==> src/epoc_pkg.sv <==
package epoc_pkg;

  // Byte addresses on the AHB-Lite register bus
  localparam logic [15:0] CTRL_ADDR     = 16'h1FE0;
  localparam logic [15:0] SEC_ADDR      = 16'h1FF0;
  localparam logic [15:0] OPT_ADDR      = 16'h1FF1;
  localparam logic [15:0] OPTW_ADDR     = 16'h1FF4;
  localparam logic [15:0] MODE_ADDR     = 16'h1FF8;
  localparam logic [15:0] ARRAY_BASE    = 16'h0700;
  localparam logic [15:0] ARRAY_LAST    = 16'h1EFF;
  localparam logic [15:0] VEC_BASE      = 16'h1FF0;
  localparam logic [15:0] VEC_LAST      = 16'h1FFF;

  // Control register fields
  localparam int          BL_BIT        = 2;
  localparam int          OPP_BIT       = 1;
  localparam int          APP_BIT       = 0;
  localparam logic [7:0]  CTRL_RESET    = 8'h00;

  // Option byte fields
  localparam int          OPT_PDI       = 7;
  localparam int          OPT_DLY       = 6;
  localparam int          OPT_OSC       = 5;
  localparam int          OPT_STC       = 4;
  localparam int          OPT_LSR       = 3;
  localparam int          OPT_PIE       = 2;
  localparam int          OPT_LVL       = 1;
  localparam int          OPT_WDE       = 0;
  localparam logic [7:0]  OPT_ERASED    = 8'h00;
  localparam int          SEC_BIT       = 7;

  // Stop restart delay in bus cycles
  localparam logic [11:0] STOP_DLY_LONG  = 12'hFE0;
  localparam logic [11:0] STOP_DLY_SHORT = 12'h010;

  // Option decode bundle
  typedef struct packed {
    logic pulldown_inhibit;
    logic long_stop_delay;
    logic osc_shunt_select;
    logic stop_conversion;
    logic low_supply_reset_enable;
    logic port_interrupt_enable;
    logic level_sense;
    logic watchdog_enable;
  } epoc_opt_t;

endpackage

==> src/epoc_ctrl.sv <==
// Operation
// (RULE1) Control register reads zero normally; reset clears all power and latch bits
// (RULE2) Array power bit set only when bus latch already set beforehand
// (RULE3) Clearing bus latch also clears array power bit in same update
// (RULE4) Write setting both bits sets latch only, power stays clear
// (RULE5) With latch set, next array write is latched; array reads blocked
// (RULE6) Option power bit is read/write, routes power to option cells
// (RULE7) Software: latch, write data, power for program time, clear both
// (RULE8) Option byte is nonvolatile, unchanged by reset, erased value zero
// (RULE9) Pulldown-inhibit bit one blocks software pulldown control on ports
// (RULE10) Stop delay bit selects 4064 or 16 bus cycles
// (RULE11) Oscillator shunt bit connects internal shunt resistor when one
// (RULE12) Stop conversion one: STOP enters halt, oscillator and timer run
// (RULE13) Stop conversion zero: STOP halts oscillator, clocks and watchdog
// (RULE14) Low-supply reset bit enables low-supply reset function
// (RULE15) Port interrupt bit lets port A low pins raise interrupts
// (RULE16) Sensitivity bit one adds level triggering to edge triggering
// (RULE17) Watchdog enable bit turns watchdog on
// (RULE18) Security bit set makes array and option reads undefined off user mode
// (RULE19) Software: write option data, apply voltage, pulse option power
// (RULE20) Software: write security bit, apply voltage, pulse option power
// (RULE21) Space is 6144 array bytes plus 16-byte vector and option region
// (RULE22) Software should reset before verifying after option programming
// (RULE23) Program times are timed by software or an external counter
`timescale 1ns/10ps
module epoc_ctrl (
  input  wire logic        hclk,            // Bus clock
  input  wire logic        hresetn,         // Async reset, active low
  input  wire logic        hsel,            // Slave select
  input  wire logic [15:0] haddr,           // Byte address
  input  wire logic [1:0]  htrans,          // Transfer type
  input  wire logic        hwrite,          // Write strobe
  input  wire logic [2:0]  hsize,           // Transfer size
  input  wire logic [31:0] hwdata,          // Write data
  input  wire logic        hready,          // Bus ready in
  input  wire logic        stop_req,        // STOP executed, same domain
  input  wire logic        stop_wake,       // Wake from stop, same domain
  input  wire logic        pulldown_sw,     // Software pulldown request
  input  wire logic [3:0]  port_a_low_pins, // Async port pins
  input  wire logic        irq_pin,         // Async interrupt pin, raw
  output logic [31:0]      hrdata,          // Read data
  output logic             hreadyout,       // Always ready
  output logic             hresp,           // Always OKAY
  output logic             array_program_power,  // Power to array
  output logic             option_program_power, // Power to option cells
  output logic             latch_we,        // Latched array write pulse
  output logic [15:0]      latch_addr,      // Latched array address
  output logic [7:0]       latch_data,      // Latched array data
  output logic             pulldown_en,     // Pulldowns enabled
  output logic             osc_shunt_select,// Shunt resistor connected
  output logic             low_supply_reset_enable, // Low-supply reset on
  output logic             watchdog_enable, // Watchdog on
  output logic             osc_run,         // Oscillator running
  output logic             cpu_clk_en,      // CPU clock enabled
  output logic             timer_clk_en,    // Timer clock enabled
  output logic             watchdog_run,    // Watchdog clocked
  output logic             ext_irq          // External interrupt request
);

  // Registers
  logic [7:0]  ctrl_reg;
  logic [7:0]  opt_reg;          // Nonvolatile cells, no reset
  logic        sec_reg;          // Nonvolatile cell, no reset
  logic [7:0]  opt_stage_reg;    // Option data waiting for power
  logic        sec_stage_reg;
  logic        user_mode_reg;
  logic        wr_ph_reg;
  logic [15:0] addr_ph_reg;
  logic        rd_ph_reg;
  logic [1:0]  pa_s1_reg [4];
  logic [3:0]  pa_s2_reg, pa_d_reg;
  logic        irq_s1_reg, irq_s2_reg, irq_d_reg;
  logic [11:0] dly_reg;
  typedef enum {RUN, HALT, STOPPED, RESTART} epoc_pwr_t;
  epoc_pwr_t   pwr_reg;
  logic [7:0]  ctrl_next;
  epoc_pkg::epoc_opt_t opt;
  logic [7:0]  wbyte;
  logic [7:0]  rd_byte;
  logic        in_array, in_vec;

  assign opt = epoc_pkg::epoc_opt_t'(opt_reg);

  // Address phase capture
  always_ff @(posedge hclk or negedge hresetn) begin
    if (!hresetn) begin
      wr_ph_reg   <= 1'b0;
      rd_ph_reg   <= 1'b0;
      addr_ph_reg <= 16'h0000;
    end else if (hready) begin
      wr_ph_reg   <= hsel & htrans[1] & hwrite;
      rd_ph_reg   <= hsel & htrans[1] & ~hwrite;
      addr_ph_reg <= haddr;
    end
  end

  // Byte lane of the addressed location
  always_comb begin
    unique case (addr_ph_reg[1:0])
      2'b00: wbyte = hwdata[7:0];
      2'b01: wbyte = hwdata[15:8];
      2'b10: wbyte = hwdata[23:16];
      default: wbyte = hwdata[31:24];
    endcase
  end

  assign in_array = addr_ph_reg >= epoc_pkg::ARRAY_BASE &&
                    addr_ph_reg <= epoc_pkg::ARRAY_LAST; // see (RULE21)
  assign in_vec   = addr_ph_reg >= epoc_pkg::VEC_BASE &&
                    addr_ph_reg <= epoc_pkg::VEC_LAST;   // see (RULE21)

  // Interlock between latch and array power
  always_comb begin
    ctrl_next = ctrl_reg;
    if (wr_ph_reg && addr_ph_reg == epoc_pkg::CTRL_ADDR) begin
      ctrl_next = 8'h00;
      ctrl_next[epoc_pkg::BL_BIT]  = wbyte[epoc_pkg::BL_BIT];
      ctrl_next[epoc_pkg::OPP_BIT] = wbyte[epoc_pkg::OPP_BIT]; // see (RULE6)
      // Latch must already be set; same-write attempt leaves power off
      ctrl_next[epoc_pkg::APP_BIT] = wbyte[epoc_pkg::APP_BIT] &
        ctrl_reg[epoc_pkg::BL_BIT] & wbyte[epoc_pkg::BL_BIT]; // see (RULE2) (RULE4) (RULE3)
    end
  end

  always_ff @(posedge hclk or negedge hresetn) begin
    if (!hresetn) ctrl_reg <= epoc_pkg::CTRL_RESET; // see (RULE1)
    else ctrl_reg <= ctrl_next;
  end

  // User-mode flag, software controlled, cleared means non-user
  always_ff @(posedge hclk or negedge hresetn) begin
    if (!hresetn) user_mode_reg <= 1'b1;
    else if (wr_ph_reg && addr_ph_reg == epoc_pkg::MODE_ADDR)
      user_mode_reg <= wbyte[0];
  end

  // Array latch: next array write while latched is captured
  always_ff @(posedge hclk or negedge hresetn) begin
    if (!hresetn) begin
      latch_we   <= 1'b0;
      latch_addr <= 16'h0000;
      latch_data <= 8'h00;
    end else begin
      latch_we <= 1'b0;
      if (wr_ph_reg && in_array && ctrl_reg[epoc_pkg::BL_BIT]) begin
        latch_we   <= 1'b1;                              // see (RULE5)
        latch_addr <= addr_ph_reg;
        latch_data <= wbyte;
      end
    end
  end

  // Staging of option and security data written before power
  always_ff @(posedge hclk or negedge hresetn) begin
    if (!hresetn) begin
      opt_stage_reg <= epoc_pkg::OPT_ERASED;
      sec_stage_reg <= 1'b0;
    end else if (wr_ph_reg && addr_ph_reg == epoc_pkg::OPT_ADDR) begin
      opt_stage_reg <= wbyte;                            // see (RULE19)
    end else if (wr_ph_reg && addr_ph_reg == epoc_pkg::SEC_ADDR) begin
      sec_stage_reg <= wbyte[epoc_pkg::SEC_BIT];         // see (RULE20)
    end
  end

  // Nonvolatile cells: only programming power changes them, never reset.
  // EPROM can only be programmed toward one, so bits OR in.
  always_ff @(posedge hclk) begin
    if (ctrl_reg[epoc_pkg::OPP_BIT]) begin
      opt_reg <= opt_reg | opt_stage_reg;                // see (RULE8)
      sec_reg <= sec_reg | sec_stage_reg;                // see (RULE18)
    end
  end

  // Read mux on the address phase, so data stand for the whole data phase.
  // Blocked data are undefined, shown as zero; array content not held here.
  always_comb begin
    rd_byte = 8'h00;
    if (haddr == epoc_pkg::CTRL_ADDR)
      rd_byte = ctrl_reg;                                // see (RULE1)
    else if (haddr == epoc_pkg::OPT_ADDR && !(sec_reg && !user_mode_reg))
      rd_byte = opt_reg;                                 // see (RULE18)
    else if (haddr == epoc_pkg::OPTW_ADDR)
      rd_byte = opt_stage_reg;
  end

  // Bus answer: zero wait states, OKAY; byte shown on every lane
  always_ff @(posedge hclk or negedge hresetn) begin
    if (!hresetn) hrdata <= 32'h0000_0000;
    else if (hready && hsel && htrans[1] && !hwrite)
      hrdata <= {4{rd_byte}};                            // see (RULE5)
  end
  assign hreadyout = 1'b1;
  assign hresp     = 1'b0;

  // Power outputs straight from the control register
  assign array_program_power  = ctrl_reg[epoc_pkg::APP_BIT];
  assign option_program_power = ctrl_reg[epoc_pkg::OPP_BIT];

  // Option decode to system controls, registered
  always_ff @(posedge hclk or negedge hresetn) begin
    if (!hresetn) begin
      pulldown_en             <= 1'b0;
      osc_shunt_select        <= 1'b0;
      low_supply_reset_enable <= 1'b0;
      watchdog_enable         <= 1'b0;
    end else begin
      pulldown_en <= pulldown_sw & ~opt.pulldown_inhibit;      // see (RULE9)
      osc_shunt_select        <= opt.osc_shunt_select;         // see (RULE11)
      low_supply_reset_enable <= opt.low_supply_reset_enable;  // see (RULE14)
      watchdog_enable         <= opt.watchdog_enable;          // see (RULE17)
    end
  end

  // Pin synchronisers, two flops before any logic
  always_ff @(posedge hclk or negedge hresetn) begin
    if (!hresetn) begin
      irq_s1_reg <= 1'b1;
      irq_s2_reg <= 1'b1;
      irq_d_reg  <= 1'b1;
      pa_s2_reg  <= 4'h0;
      pa_d_reg   <= 4'h0;
      for (int i = 0; i < 4; i++) pa_s1_reg[i] <= 2'b00;
    end else begin
      irq_s1_reg <= irq_pin;
      irq_s2_reg <= irq_s1_reg;
      irq_d_reg  <= irq_s2_reg;
      for (int i = 0; i < 4; i++) begin
        pa_s1_reg[i] <= {1'b0, port_a_low_pins[i]};
        pa_s2_reg[i] <= pa_s1_reg[i][0];
      end
      pa_d_reg <= pa_s2_reg;
    end
  end

  // Pin edge always triggers, port edge only with its option; level only with sensitivity option
  always_ff @(posedge hclk or negedge hresetn) begin
    if (!hresetn) ext_irq <= 1'b0;
    else ext_irq <= (irq_d_reg & ~irq_s2_reg)
      | (opt.level_sense & ~irq_s2_reg)                  // see (RULE16)
      | (opt.port_interrupt_enable &                     // see (RULE15)
         (|(pa_s2_reg & ~pa_d_reg) |
          (opt.level_sense & |pa_s2_reg)));              // see (RULE16)
  end

  // Stop, halt and restart sequencing
  always_ff @(posedge hclk or negedge hresetn) begin
    if (!hresetn) begin
      pwr_reg <= RUN;
      dly_reg <= 12'h000;
    end else begin
      unique case (pwr_reg)
        RUN: if (stop_req)
          pwr_reg <= opt.stop_conversion ? HALT : STOPPED; // see (RULE12) (RULE13)
        HALT: if (stop_wake) pwr_reg <= RUN;
        STOPPED: if (stop_wake) begin
          pwr_reg <= RESTART;
          dly_reg <= opt.long_stop_delay ? epoc_pkg::STOP_DLY_LONG
                                         : epoc_pkg::STOP_DLY_SHORT; // see (RULE10)
        end
        RESTART: begin
          dly_reg <= dly_reg - 12'h001;
          if (dly_reg == 12'h001) pwr_reg <= RUN;
        end
      endcase
    end
  end

  // Clock gating per state
  always_ff @(posedge hclk or negedge hresetn) begin
    if (!hresetn) begin
      osc_run      <= 1'b1;
      cpu_clk_en   <= 1'b1;
      timer_clk_en <= 1'b1;
      watchdog_run <= 1'b1;
    end else begin
      osc_run      <= pwr_reg != STOPPED;                // see (RULE13)
      cpu_clk_en   <= pwr_reg == RUN;                    // see (RULE12)
      timer_clk_en <= pwr_reg == RUN || pwr_reg == HALT; // see (RULE12)
      watchdog_run <= pwr_reg == RUN || pwr_reg == HALT; // see (RULE13)
    end
  end
endmodule // epoc_ctrl

==> config.mk <==
export PLATFORM = sky130hd
export DESIGN_NAME = epoc_ctrl
export DESIGN_NICKNAME = d
export VERILOG_FILES = /design/src/epoc_pkg.sv /design/src/epoc_ctrl.sv
export SDC_FILE = /design/constraint.sdc
export NUM_CORES = 1
export LEC_CHECK = 0
export BUFFER_PORTS_ARGS = -buffer_cell sky130_fd_sc_hd__buf_2
export CAP_MARGIN = 20
export CORE_MARGIN = 2
export CORE_UTILIZATION = 30
export CTS_CLUSTER_SIZE = 12
export DETAILED_ROUTE_END_ITERATION = 10
export SYNTH_ARGS = -nofsm -noshare
export SYNTH_HDL_FRONTEND = slang
export SYNTH_SLANG_ARGS = --single-unit
==> constraint.sdc <==
create_clock -name hclk -period 2.5 [get_ports hclk]
set_input_delay 0.125 -clock hclk [delete_from_list [all_inputs] [get_ports hclk]]
set_output_delay 0.125 -clock hclk [all_outputs]
set_load 0.01 [all_outputs]
# Word-level counts from Yosys, hierarchy flattened
# Index checks and enable logic that the tools add are counted.
# op_classes
addsub	1
n_bitwise	19
n_reduce_logical	25
n_eq_ne	19
n_mux	14
n_lt_le_gt_ge	2
# op_table
op	n
$mux W32	4
$pmux W32 S4	1
$eq A16 B13 Y1 const B	7
$eq A32 B2 Y1 const B	3
$logic_not A32 Y1	2
$eq A32 B1 Y1 const B	1
$ne A32 B3 Y1 const B	1
$mux W12	2
$mux W8	3
$pmux W12 S2	1
$pmux W8 S3	1
$ge A16 B11 Y1 const B	1
$le A16 B13 Y1 const B	1
$eq A12 B1 Y1 const B	1
$logic_and A1 B1 Y1	12
$sub A12 B1 Y12 const B	1
$and A1 B1 Y1	9
$ne A2 B2 Y1 const B	4
$or A8 B8 Y8	1
$reduce_or A4 Y1	2
$and A4 B4 Y4	1
$not A4 Y4	1
$or A1 B1 Y1	4
$reduce_and A2 Y1	2
10 further kinds	14
# totals
inputBits	66
elab_cells	111
regBits	163

# Longest topological paths before layout
# logic_depth
ltp_word	6
mapped_depth	6
ltp_nobuf	6

# Worst setup path before layout
# OpenSTA, ideal clock, no wires.
# synth_timing
path_kind	register -> register
startpoint	register addr_ph_reg[13]
endpoint	register opt_stage_reg[0]
t_required_ns	2.375
period_less_slack_ns	1.945
t_arrival_ns	1.820
n_path_buf	1
path_slack_ns	0.555
stages_incl_launch_ff	6
path_cell_list	dfrtp_1 or4b_4 nor3_2 and4b_1 buf_2 mux2_2
# synth_between
elab_chain_cells	2
# synth_lines
element	line	text
start: declaration	epoc_ctrl.sv:68	logic [15:0] addr_ph_reg;
start signal: assignment	epoc_ctrl.sv:93	addr_ph_reg <= haddr;
$eq A16 B13 Y1	epoc_ctrl.sv:158	end else if (wr_ph_reg && addr_ph_reg == epoc_pkg::OPT_ADDR) begin
$logic_and A1 B1 Y1	epoc_ctrl.sv:158	
end signal: assignment	epoc_ctrl.sv:156	opt_stage_reg <= epoc_pkg::OPT_ERASED;
end signal: assignment	epoc_ctrl.sv:159	opt_stage_reg <= wbyte;
end: declaration	epoc_ctrl.sv:64	logic [7:0] opt_stage_reg;
# No other way between the ends.
# A chain may end at the register's enable or synchronous reset.

# Worst setup path in the final report
# layout_timing
startpoint	register addr_ph_reg[13]
endpoint	register opt_stage_reg[5]
# The elaborated chain is that of the path after synthesis.

==> metrics.md <==
| Metric | Value |
|---|---|
| Status | finished, final reports clean |
| Primary flip-flop cell chosen by synthesis mapping | dfrtp_1 |
| Maximum number of pins on one net before global-route repair | 50 |
| Total leakage power | between 2 and 3 nW |
| CP startpoint kind | flip-flop |
| Ratio of total power to cell area | a little under 800 nW/um2 |
| Fraction of layout instances using a drive strength above 1 | 0.461 |
| Critical path endpoint | opt_stage_reg[5]$_DFFE_PN0P_ |
| Final standard cell area without fillers | a little under 6000 um2 |
| Arrival time at the worst endpoint | roughly 2400 ps |
| Wire length of the first global-routing pass | ~18000 um |
| Number of global-route vias before repair | 3466 |
| Num Clock Sinks | around 110 |
| Cell depth of the worst flop-to-flop path | 4 |
| Final Hold Slack | roughly 16 ps |
| Avg Inst Size Synth | ~13 um2 |
| Hold WC Path Type | in2reg |
| IO Port Bufs | between 100 and 150 |
| ANT nets after route | 0 |
| Core region area | 16000 um2 |
| Non-Filler Instances | ~710 |
| Overall via count from detail_route | between 3000 and 4000 |
| CTS max path bufs | 2 |
| Max-capacitance violation count | 0 |
| Clock Tree Root | clkbuf_16 |
| Portion of the post-synthesis area used by sequential elements | 0.563 |
| Internal power contribution | 0.00329 W |
| Clock tree from TritonCTS | done |
| NetSw | ~0.0014 W |
| Number of library cell types mapped by synthesis | 55 |
| Ant. Diodes | 0 |
| Achievable frequency | ~460 MHz |
| Placed cell areas | approximately 5600 um2 |
| Critical Setup Path Class | reg2reg |
| Reg2reg end | opt_stage_reg[5]$_DFFE_PN0P_ |
| Clock transition at the register clock pins on the worst setup and hold paths after CTS | ~70 ps |
| Time the final worst path needs with I/O delays and setup | 2170 ps |
| Final GP Congestion | between 0.8 and 0.9 |
| H-tree levels | 3 |
| Detail-routed net length per standard cell | about 16 um |
| Syn nets | between 400 and 500 |
| Number of synthesized register bits | around 110 |
| Mean number of vias per cell | ~4.7 |
| Synth Cell Area | approximately 4900 um2 |
| Logic pwr share | 0.225 |
| Commonest cells after routing, fill and taps aside | 128 x buf_2, 93 x dfrtp_1, 33 x mux2_2 |
| Skew final | slightly below 8 ps |
| Horizontal extent of the die | around 130 um |
| Origin of the critical flop-to-flop path | addr_ph_reg[13]$_DFFE_PN0P_ |
| Slew at the pin with the worst max-slew slack | 647 ps |
| Detailed Route Iter0 Violations | about 130 |
| Total clock buffers created by CTS | 9 |
| Overall overflow remaining after global route | 0 |
| Final total negative setup slack | 0 ps |
| Resized Gates After CTS | 0 |
| Worst skew pair latency | 340 ps |
| Layout Nets | approximately 560 |
| Final max-slew violation count | 0 |
| Antenna violations before repair | 0 |
| Fraction of synthesis flops using an asynchronous set or reset pin | 0.917 |
| Die Footprint | 17500 um2 |
| Final setup viols | 0 |
| Sequential share of power | 0.496 |
| Worst-path cell with the longest stage delay | or4b_4 |
| Post-detailed-routing wire length | between 10000 and 15000 um |
| Die height | 132 um |
| Detailed-router iteration count before antenna repair | 5 |
| Number of flops mapped to enable cells by yosys | 9 |
| Placed Cells incl. Taps | a little under 700 |
| Clock network fraction of total power | 0.279 |
| Worst-case register-to-register setup slack | between 300 and 400 ps |
| Type of destination of the critical path | flip-flop |
| Worst supply voltage drop on vdd | between 0.0003 and 0.0004 V |
| RSZ-0062 raised after global routing | false |
| Overall global routing resource usage | 0.135 |
| Number of remaining DRC errors | 0 |
| Most common cell after layout, fill and taps aside | buf_2 |
| Worst slew slack as a fraction of its limit | 0.568 |
| Final number of hold-violating endpoints | 0 |
| Required time of the critical path | 2730 ps |
| HPWL reported at the end of detailed placement | 8330 um |
| Yosys warnings | 0 |
| Synth Instances | between 300 and 400 |
| Portion of the clock cycle consumed by the worst path in the final layout | 0.869 |
| Cells along the critical path | or4b_4 > nor3_2 > and4b_1 > mux2_2 |
| Switching power share of the total | 0.301 |
| Number of rows created at floorplan | 46 |
| Largest stage delay on the critical path | about 560 ps |
| Effective utilization at floorplan | 0.309 |
| Area delta synth->final | 20.8% |
| Maximum fanout encountered on the critical timing path | 8 |
| Worst setup path start | addr_ph_reg[13]$_DFFE_PN0P_ |
| Boundary Pins | between 100 and 150 |
## worst min-delay path by stage
stage | to | from | depth (start not counted) | slack (ps)
3_5_place_dp | dly_reg[3]$_DFFE_PN0P_ | hresetn | 1 | 190
5_1_grt | addr_ph_reg[10]$_DFFE_PN0P_ | haddr[10] | 2 | 10
4_1_cts | pulldown_en$_DFF_PN0_ | pulldown_sw | 2 | 3
3_3_place_gp | dly_reg[3]$_DFFE_PN0P_ | hresetn | 1 | 190
6_report | pulldown_en$_DFF_PN0_ | pulldown_sw | 2 | 20
2_1_floorplan | addr_ph_reg[0]$_DFFE_PN0P_ | hresetn | 0 | -170
## worst max-delay path: cells and delay by family (launching register included)
family / cells / cell delay [ps]
mux: 1 / 380
simple gates: 3 / 1290
flops: 1 / 390
## synth_stat cells, types with 6 or more instances
master / instances / area share
a21oi_1: 14 / 0.014
nand2_1: 13 / 0.0099
a32oi_1: 6 / 0.011
dfrtp_1: 93 / 0.47
mux2_2: 33 / 0.075
o21ai_0: 19 / 0.019
or2_2: 10 / 0.013
mux4_2: 8 / 0.036
buf_4: 27 / 0.041
mux2_4: 16 / 0.049
nor2_1: 15 / 0.011
clkbuf_1: 10 / 0.0076
dfstp_2: 7 / 0.037
edfxtp_1: 9 / 0.055
inv_1: 15 / 0.011
nor3_1: 8 / 0.0081
## what timing repair did
action	in CTS	in global routing
hold endpoints to repair	48	0
hold buffers	6	0
buffers inserted	0	0
## layer usage
layer / track usage / up-vias / wire (um)
met5: 0 / - / 0
met4: 0.0376 / 0 / 161
met3: 0.0438 / 9 / 662
met2: 0.223 / 99 / 5470
met1: 0.169 / 1650 / 5080
li1: - / 1560 / -
## area by class of cell
cell class	instances	area (um2)
flip-flops and latches	109	2780
clock buffers	14	254
clock inverters	2	12.5
repair buffers	142	786
multi-input cells	213	1800
well taps	216	270
inverters	15	56.3
fillers	1614	10000
## cell families (layout without fill, tap and decap cells)
family,count (synthesis),after routing,synth area share
AO/OA/AOI/OAI,62,62,0.0824
AND/OR/NAND/NOR,87,87,0.110
flip-flops,109,109,0.563
multiplexers,60,60,0.166
other,2,2,0.00152
adder cells (fa/ha/maj),2,2,0.00507
buffers and inverters,58,173,0.0715
## metrics by stage
stage	power, W	util	worst slack (ps)
floorplan	0.00304	-	555
global route	0.00500	0.373	213
global placement	0.00338	0.352	359
CTS	0.00478	0.373	318
finish	0.00472	0.373	326
detailed placement	0.00342	0.352	330
## power groups by stage
stage | Combinational, W | Sequential (W) | Clock (W)
after floorplan | 0.000720 | 0.00232 | 0
after global placement | 0.00103 | 0.00235 | 0
after detailed placement | 0.00106 | 0.00236 | 0
after CTS | 0.00107 | 0.00233 | 0.00137
after global routing | 0.00117 | 0.00238 | 0.00144
final | 0.00106 | 0.00234 | 0.00132
Power figures use the tool's default switching activity.
